File: config.mk
export PLATFORM = sky130hd
export DESIGN_NAME = wdt_top
export DESIGN_NICKNAME = d
export VERILOG_FILES = /design/src/wdt_top.v
export VERILOG_INCLUDE_DIRS = /design/src
export SDC_FILE = /design/constraint.sdc
export NUM_CORES = 1
export LEC_CHECK = 0
export BUFFER_PORTS_ARGS = -buffer_cell sky130_fd_sc_hd__buf_2
export CAP_MARGIN = 20
export CORE_MARGIN = 5
export CORE_UTILIZATION = 48
export DETAILED_ROUTE_END_ITERATION = 6
export PLACE_DENSITY = 0.7
export SYNTH_ARGS = -nofsm -noshare
export SYNTH_HDL_FRONTEND = slang
export SYNTH_SLANG_ARGS = --single-unit
File: constraint.sdc
create_clock -name ref_clk -period 4.4 [get_ports ref_clk]
set_clock_uncertainty 0.05 [all_clocks]
set_input_delay 1.32 -clock ref_clk [delete_from_list [all_inputs] [get_ports ref_clk]]
set_output_delay 1.32 -clock ref_clk [all_outputs]
set_load 0.02 [all_outputs]
File: src/wdt_defs.vh
// register map, field positions, reset values and timing figures of the watchdog timer
`ifndef WDT_DEFS_VH
`define WDT_DEFS_VH

// register byte offsets
`define WDT_OFS_LOAD_VALUE 12'h000
`define WDT_OFS_CURRENT_COUNT 12'h004
`define WDT_OFS_CONTROL 12'h008
`define WDT_OFS_IRQ_CLEAR 12'h00C
`define WDT_OFS_RAW_IRQ_STATE 12'h010
`define WDT_OFS_MASKED_IRQ_STATE 12'h014
`define WDT_OFS_CLK_SELECT 12'h018
`define WDT_OFS_EVENT_STATUS 12'h01C
`define WDT_OFS_EVENT_MASK 12'h020
`define WDT_OFS_WRITE_PROTECT_KEY 12'hC00

// address width of the register port
`define WDT_ADDR_W 12

// control register fields
`define WDT_CTRL_IRQ_ENABLE 0
`define WDT_CTRL_RESET_OUTPUT_ENABLE 1

// clock select register field: 0 internal rc, 1 external crystal
`define WDT_CLKSEL_BIT 0

// event status and mask layout
`define WDT_EVT_EXPIRY 0
`define WDT_EVT_RESET 1
`define WDT_EVT_NUM 2

// reset values
`define WDT_RELOAD_RESET 32'h0FFFFFFF
`define WDT_COUNT_RESET 32'h0FFFFFFF
`define WDT_CONTROL_RESET 2'h0

// key that opens the other registers to writes
`define WDT_PROTECTION_KEY 32'h1ACCE551

// nominal counter clock rate in hz
`define WDT_TICK_HZ 32768
// register clock rate in hz
`define WDT_REF_HZ 40000000

`endif

File: src/wdt_top.v
// watchdog timer: 32-bit down counter on the 32 kHz tick with register port and reset output
//
// The strobed register port was decided locally.
`timescale 1ns/1ps
`include "wdt_defs.vh"

// Overview of operation
// a 32-bit counter steps down once per tick of the selected 32 kHz oscillator.
// interrupts come load value plus one ticks apart.
// on reaching zero the counter sets the raw interrupt state and reloads from the load value.
// clearing the interrupt reloads the counter from the load value.
// reaching zero again while the raw interrupt state is set raises the system reset.
// with the interrupt disabled the counter holds, and enabling restarts it from the load value.
// writing the key opens the other registers to writes, any other value closes them.
// the protection register reads 0 when open and 1 when closed.
// writing the load value restarts the count from the new value at once.
// the current count register returns the live count and ignores writes.
// control bit 0 enables the interrupt and bit 1 the reset output, both reset to zero.
// any write to the clear register clears the interrupt and reloads, and it reads zero; wdt_irq stays set until the event status is read.
// raw state bit 0 shows the unmasked interrupt and ignores writes.
// masked state bit 0 shows the masked interrupt and ignores writes.
// software writes reserved fields with their default values.
// masked state is raw state and interrupt enable, and reset needs the reset enable.
// tick edges from the 32 kHz source are synchronised before they touch the count.
module wdt_top (
  input wire ref_clk,
  input wire rst_n,
  input wire [`WDT_ADDR_W-1:0] reg_addr,
  input wire [31:0] reg_wdata,
  input wire reg_wr,
  input wire reg_rd,
  output wire [31:0] reg_rdata,
  input wire internal_rc_osc,
  input wire external_crystal_osc,
  output wire wdt_irq,
  output wire sys_reset_req
);

  // register state
  reg [31:0] reload_register_q;
  reg [31:0] present_count_q;
  reg [31:0] present_count_d;
  reg irq_enable_q;
  reg reset_output_enable_q;
  reg clk_select_q;
  reg raw_irq_flag_q;
  reg raw_irq_flag_d;
  reg protect_closed_q;
  reg expiry_monitor_q;
  reg irq_enable_prev_q;
  reg [`WDT_EVT_NUM-1:0] event_status_q;
  reg [`WDT_EVT_NUM-1:0] event_mask_q;
  reg [31:0] rdata_q;
  reg [31:0] rdata_d;

  // tick synchroniser chain
  reg osc_meta_q;
  reg osc_sync_q;
  reg osc_prev_q;

  // decoded strobes and helpers
  wire osc_sel;
  wire tick;
  wire wr_open;
  wire hit_load;
  wire hit_control;
  wire hit_clear;
  wire hit_clksel;
  wire hit_evmask;
  wire hit_key;
  wire rd_evstat;
  wire count_zero;
  wire expire;
  wire second_expiry;
  wire enable_rise;
  wire masked_irq_flag;
  wire [`WDT_EVT_NUM-1:0] event_set;

  // source select
  // the oscillators are muxed raw; a glitch at a switch costs at most one tick
  assign osc_sel = clk_select_q ? external_crystal_osc : internal_rc_osc;

  // tick synchroniser
  // the 32 kHz level is asynchronous to ref_clk, so two flops before any edge detect
  always @(posedge ref_clk or negedge rst_n)
  begin
    if (!rst_n)
    begin
      osc_meta_q <= 1'b0;
      osc_sync_q <= 1'b0;
      osc_prev_q <= 1'b0;
    end
    else
    begin
      osc_meta_q <= osc_sel;
      osc_sync_q <= osc_meta_q;
      osc_prev_q <= osc_sync_q;
    end
  end

  // one ref_clk pulse per rising edge of the slow clock
  assign tick = osc_sync_q & ~osc_prev_q;

  // write gating
  // every register but the key itself obeys the protection state
  assign wr_open = reg_wr & ~protect_closed_q;

  // address decode of the write side
  assign hit_load = wr_open & (reg_addr == `WDT_OFS_LOAD_VALUE);
  assign hit_control = wr_open & (reg_addr == `WDT_OFS_CONTROL);
  assign hit_clear = wr_open & (reg_addr == `WDT_OFS_IRQ_CLEAR);
  assign hit_clksel = wr_open & (reg_addr == `WDT_OFS_CLK_SELECT);
  assign hit_evmask = wr_open & (reg_addr == `WDT_OFS_EVENT_MASK);
  assign hit_key = reg_wr & (reg_addr == `WDT_OFS_WRITE_PROTECT_KEY);

  // a read of event status is what clears it
  assign rd_evstat = reg_rd & (reg_addr == `WDT_OFS_EVENT_STATUS);

  // enable edge
  // restarting from the load value, not the stale count, needs the old enable
  assign enable_rise = irq_enable_q & ~irq_enable_prev_q;

  // expiry detect
  // expiry only counts while enabled, since a stopped counter never steps
  assign count_zero = (present_count_q == 32'h00000000);
  assign expire = tick & irq_enable_q & count_zero;

  // second expiry
  // a clear in the same cycle does not rescue it: the earlier expiry was not served
  assign second_expiry = expire & raw_irq_flag_q;

  // masked state
  assign masked_irq_flag = raw_irq_flag_q & irq_enable_q;

  // counter next value
  // priority: load write, then clear, then enable restart, then tick
  always @*
  begin
    present_count_d = present_count_q;
    if (hit_load)
    begin
      // immediate restart
      present_count_d = reg_wdata;
    end
    else if (hit_clear)
    begin
      // reload on clear
      present_count_d = reload_register_q;
    end
    else if (enable_rise)
    begin
      // restart from load
      present_count_d = reload_register_q;
    end
    else if (tick & irq_enable_q)
    begin
      // zero is one tick, so the period is load plus one
      if (count_zero)
      begin
        present_count_d = reload_register_q;
      end
      else
      begin
        present_count_d = present_count_q - 32'h00000001;
      end
    end
  end

  // raw interrupt state
  // an expiry in the cycle of a clear wins, so no event is lost
  always @*
  begin
    raw_irq_flag_d = raw_irq_flag_q;
    if (hit_clear)
    begin
      raw_irq_flag_d = 1'b0;
    end
    if (expire)
    begin
      raw_irq_flag_d = 1'b1;
    end
  end

  // counter and raw state flops
  always @(posedge ref_clk or negedge rst_n)
  begin
    if (!rst_n)
    begin
      present_count_q <= `WDT_COUNT_RESET;
      raw_irq_flag_q <= 1'b0;
      irq_enable_prev_q <= 1'b0;
    end
    else
    begin
      present_count_q <= present_count_d;
      raw_irq_flag_q <= raw_irq_flag_d;
      irq_enable_prev_q <= irq_enable_q;
    end
  end

  // load register store
  always @(posedge ref_clk or negedge rst_n)
  begin
    if (!rst_n)
    begin
      reload_register_q <= `WDT_RELOAD_RESET;
    end
    else if (hit_load)
    begin
      reload_register_q <= reg_wdata;
    end
  end

  // control bits
  // reserved upper bits are not stored and read back as zero
  always @(posedge ref_clk or negedge rst_n)
  begin
    if (!rst_n)
    begin
      irq_enable_q <= 1'b0;
      reset_output_enable_q <= 1'b0;
    end
    else if (hit_control)
    begin
      irq_enable_q <= reg_wdata[`WDT_CTRL_IRQ_ENABLE];
      reset_output_enable_q <= reg_wdata[`WDT_CTRL_RESET_OUTPUT_ENABLE];
    end
  end

  // oscillator select and event mask
  always @(posedge ref_clk or negedge rst_n)
  begin
    if (!rst_n)
    begin
      clk_select_q <= 1'b0;
      event_mask_q <= {`WDT_EVT_NUM{1'b0}};
    end
    else
    begin
      if (hit_clksel)
      begin
        clk_select_q <= reg_wdata[`WDT_CLKSEL_BIT];
      end
      if (hit_evmask)
      begin
        event_mask_q <= reg_wdata[`WDT_EVT_NUM-1:0];
      end
    end
  end

  // protection state
  // the key register stays writable while closed, otherwise a lock could never be lifted
  always @(posedge ref_clk or negedge rst_n)
  begin
    if (!rst_n)
    begin
      protect_closed_q <= 1'b0;
    end
    else if (hit_key)
    begin
      protect_closed_q <= (reg_wdata != `WDT_PROTECTION_KEY);
    end
  end

  // system reset request
  // held until rst_n, since the system reset this asks for resets the block too
  always @(posedge ref_clk or negedge rst_n)
  begin
    if (!rst_n)
    begin
      expiry_monitor_q <= 1'b0;
    end
    else if (second_expiry & reset_output_enable_q)
    begin
      expiry_monitor_q <= 1'b1;
    end
  end

  assign sys_reset_req = expiry_monitor_q;

  // sticky event sources: every expiry, and a reset request being raised
  assign event_set[`WDT_EVT_EXPIRY] = expire;
  assign event_set[`WDT_EVT_RESET] = second_expiry & reset_output_enable_q;

  // sticky event bits, cleared by a read; a set in the read cycle wins
  genvar gi;
  generate
    for (gi = 0; gi < `WDT_EVT_NUM; gi = gi + 1)
    begin : g_evt
      always @(posedge ref_clk or negedge rst_n)
      begin
        if (!rst_n)
        begin
          event_status_q[gi] <= 1'b0;
        end
        else if (event_set[gi])
        begin
          event_status_q[gi] <= 1'b1;
        end
        else if (rd_evstat)
        begin
          event_status_q[gi] <= 1'b0;
        end
      end
    end
  endgenerate

  // level interrupt while any unmasked event bit is set
  assign wdt_irq = |(event_status_q & event_mask_q);

  // read mux
  // unmapped offsets and write-only registers answer zero
  always @*
  begin
    rdata_d = 32'h00000000;
    if (reg_rd)
    begin
      case (reg_addr)
        `WDT_OFS_LOAD_VALUE:
        begin
          rdata_d = reload_register_q;
        end
        `WDT_OFS_CURRENT_COUNT:
        begin
          // live count
          rdata_d = present_count_q;
        end
        `WDT_OFS_CONTROL:
        begin
          rdata_d[`WDT_CTRL_IRQ_ENABLE] = irq_enable_q;
          rdata_d[`WDT_CTRL_RESET_OUTPUT_ENABLE] = reset_output_enable_q;
        end
        `WDT_OFS_IRQ_CLEAR:
        begin
          // R12 reads zero
          rdata_d = 32'h00000000;
        end
        `WDT_OFS_RAW_IRQ_STATE:
        begin
          // raw flag
          rdata_d[0] = raw_irq_flag_q;
        end
        `WDT_OFS_MASKED_IRQ_STATE:
        begin
          // masked flag
          rdata_d[0] = masked_irq_flag;
        end
        `WDT_OFS_CLK_SELECT:
        begin
          rdata_d[`WDT_CLKSEL_BIT] = clk_select_q;
        end
        `WDT_OFS_EVENT_STATUS:
        begin
          rdata_d[`WDT_EVT_NUM-1:0] = event_status_q;
        end
        `WDT_OFS_EVENT_MASK:
        begin
          rdata_d[`WDT_EVT_NUM-1:0] = event_mask_q;
        end
        `WDT_OFS_WRITE_PROTECT_KEY:
        begin
          // lock status
          rdata_d[0] = protect_closed_q;
        end
        default:
        begin
          rdata_d = 32'h00000000;
        end
      endcase
    end
  end

  // read data stand only in the cycle after the strobe
  always @(posedge ref_clk or negedge rst_n)
  begin
    if (!rst_n)
    begin
      rdata_q <= 32'h00000000;
    end
    else
    begin
      rdata_q <= rdata_d;
    end
  end

  assign reg_rdata = rdata_q;

endmodule // wdt_top

After elaboration in Yosys (flattened, before gate mapping)
Cells that the tools add are included. W data, S select, Z words.

Latch bits: 0. Output and inout bits: 34. Bits in registers: 110. Memories kept: 0. Logic and storage cells: 68. ROM bits: 0. RAM bits: 0. Input bits: 50.

Reduce and logical (&&, ||, !) cells: 7. Divide/modulo/power cells: 0. Add/subtract/negate cells: 1. Equal/unequal tests: 10. $lt $le $gt $ge: 0. Shifts and indexed selects: 0. Mux-type cells: 15. Bitwise gates (word level): 19. Multipliers: 0.

Operators by type and width (number): $mux W32 (6); $pmux W30 S2 (1); $eq A12 B5 Y1 const B (4); $logic_not A32 Y1 (1); $ne A32 B29 Y1 const B (1); $sub A32 B1 Y32 const B (1); $eq A12 B4 Y1 const B (2); $and A1 B1 Y1 (15); $eq A12 B12 Y1 const B (1); $eq A12 B3 Y1 const B (1); $eq A12 B6 Y1 const B (1); $logic_not A12 Y1 (1); $pmux W1 S9 (1); $mux W1 (6); $reduce_bool A2 Y1 (3); $pmux W1 S5 (1); $reduce_bool A4 Y1 (1); $not A1 Y1 (3); $and A2 B2 Y2 (1); $reduce_or A2 Y1 (1).

Depth between registers and ports, before layout
Depth after elaboration: 7. Gate-level depth with buffers: 10. Mapped depth without buffers: 8.

Least setup slack after synthesis
OpenSTA, ideal clock, no wires.

Kind: in2reg. Start point: input reg_addr[7]. End point: register present_count_q[14]. Setup time: 0.073 ns. Path buffers: 0. Stages: 6. Slack: 1.075 ns. Arrival time: 3.202 ns. Required time: 4.277 ns. Cells stage by stage: nor4_1 nand2_1 o41ai_2 o31a_1 nor2_1 a21oi_1.

Longest elaborated chain between the ends: 4. Elaborated cells between the ends (all ways): 7. Classes of those cells: eq/ne (1); mux (2); bitwise (2); reduce/logical (2).

RTL lines: start: declaration (RTL line wdt_top.v:28) `` input wire [`WDT_ADDR_W-1:0] reg_addr, ``; $eq A12 B4 Y1 (no source line); $and A1 B1 Y1 (RTL line wdt_top.v:111) `` assign hit_clear = wr_open & (reg_addr == `WDT_OFS_IRQ_CLEAR); ``; $mux W32 (RTL line wdt_top.v:145) `else if (hit_clear)`; $mux W32 (RTL line wdt_top.v:140) `if (hit_load)`; end signal: assignment (RTL line wdt_top.v:189) `` present_count_q <= `WDT_COUNT_RESET; ``; end signal: assignment (RTL line wdt_top.v:195) `present_count_q <= present_count_d;`; end: declaration (RTL line wdt_top.v:41) `reg [31:0] present_count_q;`.

Several ways; a longest one is shown, not always the timed one. A chain may end at the register's enable or synchronous reset.

Worst setup path in the final report
Start point: input reg_addr[7]. End point: register present_count_q[7].

The elaborated chain is that of the path after synthesis.

==> flow_metrics.tcl <==
set metrics [dict create \
    multi_input_area_um2 2710 \
    clk-insertion-delay-late_ns 0.35 \
    ant_nets 0 \
    drive_gt1_frac 0.278 \
    die_w_um 119 \
    leakage_nw 3.03 \
    synth_edf_count 0 \
    rr_worst_depth 6 \
    dp_hpwl_mm 10.3 \
    critPathTopFamily "compound AO/OA/AOI/OAI gates" \
    relSlewSlack 0.293 \
    required_ns 4.59 \
    layout.area.seq_um2 2820 \
    outcome "finished clean" \
    slowest_stage "o41a_1" \
    antenna_found_initial 0 \
    cts_buffers 9 \
    cts_tree "yes" \
    initial_core_util 0.495 \
    power_density_nw_per_um2 367 \
    tightest_slew_ns 1.06 \
    clk_pin_slew_ns 0.07 \
    root_buffer "clkbuf_16" \
    syn_nets 653 \
    htreeDepth 3 \
    ys_seq_elements 110 \
    dieHeight_um 119 \
    path_buf_inv 1 \
    cts_hold_buf 0 \
    crit_chain "buf_2 > nor4_1 > nand2_1 > o41a_1 > a22oi_1 > o211ai_1" \
    r2r-end "present_count_q[12]" \
    synth_ff_type "dfstp_2" \
    dr.pass1.iters 5 \
    grt_max_degree 46 \
    cp_num_cells 6 \
    final_nets 726 \
    diodes 0 \
    cts_resized 0 \
    drc 0 \
    hold_violations 0 \
    yosys_warnings 0 \
    clockBufferDepth 2 \
    critPathCaptureType "flip-flop" \
    crit_start "reg_addr[7]" \
    reg2reg_slack_ns 1.25 \
    syn_to_final_growth_pct 14.7 \
    core_area_um2 11500 \
    die-area_um2 14200 \
    via_count 4939 \
    vias_per_cell 6.01 \
    grt_pass1_vias 4947 \
    slowest_delay_ns 0.90 \
    arrival_ns 3.82 \
    ys_seq_area_frac 0.495 \
    synth.top_cell.area_share 0.258 \
    track_usage 0.220 \
    vdd_drop_max_mv 0.194 \
    grt_pass1_wl_mm 25.3 \
    rows 39 \
    post-route-min-period_ns 3.63 \
    post_cts_buffers 0 \
    ys_types 55 \
    critPathCapture "present_count_q[7]" \
    report.final.slew_viol_count 0 \
    start_kind "input pin" \
    wl_per_cell_um 18.3 \
    ys_top_cells_by_area "dfstp_2 26%, dfrtp_1 24%, nand2_1 8.9%" \
    drt-total-wl_mm 15.1 \
    setup_viol 0 \
    setup_tns_ns 0 \
    dr.first_iter.drc_count 416 \
    post-route-period-util 0.824 \
    fin_util 0.568 \
    overflow 0 \
    yosys.area.top_type "dfstp_2" \
    path_class "in -> reg" \
    rsz0062_at_grt "no" \
    min_path_type "reg -> reg" \
    syn-cell-area_um2 5700 \
    globalplace.congestion 0.844 \
    worstPathMaxFanout 24 \
    syn_inst 601 \
    drv_cap 0 \
    clock-sinks 110 \
    io_buffers 83 \
    fmax_ghz 0.276 \
    syn_avg_cell_area_um2 9.49 \
    io_pins 84 \
    fillerInstances 1030 \
    rr_startpoint "present_count_q[29]" \
    synthArstFlopShare 1.00 \
]
[synth_stat cells, types with 2 or more instances]
library cell  instances
nand2_1             136
dfstp_2              56
dfrtp_1              54
nor2b_1              34
a22oi_1              32
nor2_1               29
clkbuf_1             25
o211ai_1             21
nor3_1               19
xor2_1               19
nor4_1               18
a21oi_1              15
mux2i_1              13
o21ai_1              11
mux2_2               10
nand3_1              10
o21ai_0              10
nand4_1               8
inv_1                 6
o22ai_1               6
nor4bb_1              5
xnor2_1               5
nor3b_1               4
or3_1                 4
and2_1                3
buf_6                 3
nand2b_1              3
nand4b_1              3
or2_2                 3
or4_1                 3
or4_4                 3
a21boi_0              2
a31oi_1               2
ha_1                  2
nor4b_1               2
o22a_1                2
o31a_1                2
[how the worst min path moves through the flow]
stage	startpoint	to	slack [ns]	cells after the start
3_5_place_dp	osc_meta_q	osc_sync_q	0.29	0
3_3_place_gp	osc_meta_q	osc_sync_q	0.30	0
2_1_floorplan	osc_meta_q	osc_sync_q	0.28	0
4_1_cts	osc_meta_q	osc_sync_q	0.30	0
6_report	osc_meta_q	osc_sync_q	0.30	0
5_1_grt	osc_meta_q	osc_sync_q	0.32	0
[cells by family (layout without fill, tap and decap cells)]
group	after synthesis	count (layout)	synth area share
xor+xnor	24	24	0.0368
flops	110	110	0.495
simple gates	291	291	0.252
buf+inv	37	115	0.0311
mux	23	23	0.0426
compound gates	114	114	0.138
fa+ha+maj	2	2	0.00439
[flip-flops by register name (all words and copies together) (netlist names), 2 cells and up]
signal / flops
event_mask_q: 2
event_status_q: 2
present_count_q: 32
reg_rdata: 32
reload_register_q: 32
[metal layers]
metal	vias to the layer above	wire length [um]	GRT usage	share of wire
met5	-	0	0	0
met4	0	299	0.0811	0.020
met3	19	800	0.0384	0.053
met2	185	7480	0.365	0.50
met1	2442	6490	0.289	0.43
li1	2293	-	-	-
[where the power goes]
part	switching (mW)	internal, mW	total (mW)
Clock	0.369	0.414	0.783
Sequential	0.0508	1.07	1.12
Combinational	0.296	0.202	0.499
Total	0.716	1.69	2.40
[per-stage QoR]
step	power [mW]	hold WS (ns)	instances	setup WS, ns	cell area (um^2)
floorplan	1.48	0.281	601	1.08	5700
global placement	1.62	0.297	806	0.559	6260
detailed placement	1.63	0.286	806	0.436	6260
CTS	2.42	0.300	822	0.819	6540
global route	2.54	0.324	822	0.554	6540
finish	2.40	0.297	822	0.774	6540
[cell type report]
| class | instances | share of cell area |
|---|---|---|
| inverter | 6 | 0.00344 |
| timing repair buffer | 93 | 0.0792 |
| tap | 143 | 0.0273 |
| clock inverter | 5 | 0.00516 |
| multi-input combinational | 454 | 0.415 |
| sequential | 110 | 0.431 |
| clock buffer | 11 | 0.0386 |
[layout by cell type, fill, tap and decap left out, types with 4 or more instances in the layout]
cell type / instances
o22ai_1: 6
nand2_1: 136
nand3_1: 10
xnor2_1: 5
nor3b_1: 4
nor2b_1: 34
nor4bb_1: 5
nand4_1: 8
mux2_2: 10
nor2_1: 27
nor3_1: 18
dfrtp_1: 54
o21ai_0: 10
inv_1: 6
or3_1: 4
xor2_1: 19
dfstp_2: 56
clkbuf_16: 9
o21ai_1: 11
a22oi_1: 32
nor4_1: 18
mux2i_1: 13
buf_4: 9
o211ai_1: 21
buf_2: 82
a21oi_1: 15
Note: power is estimated with default switching activity, not from simulation.
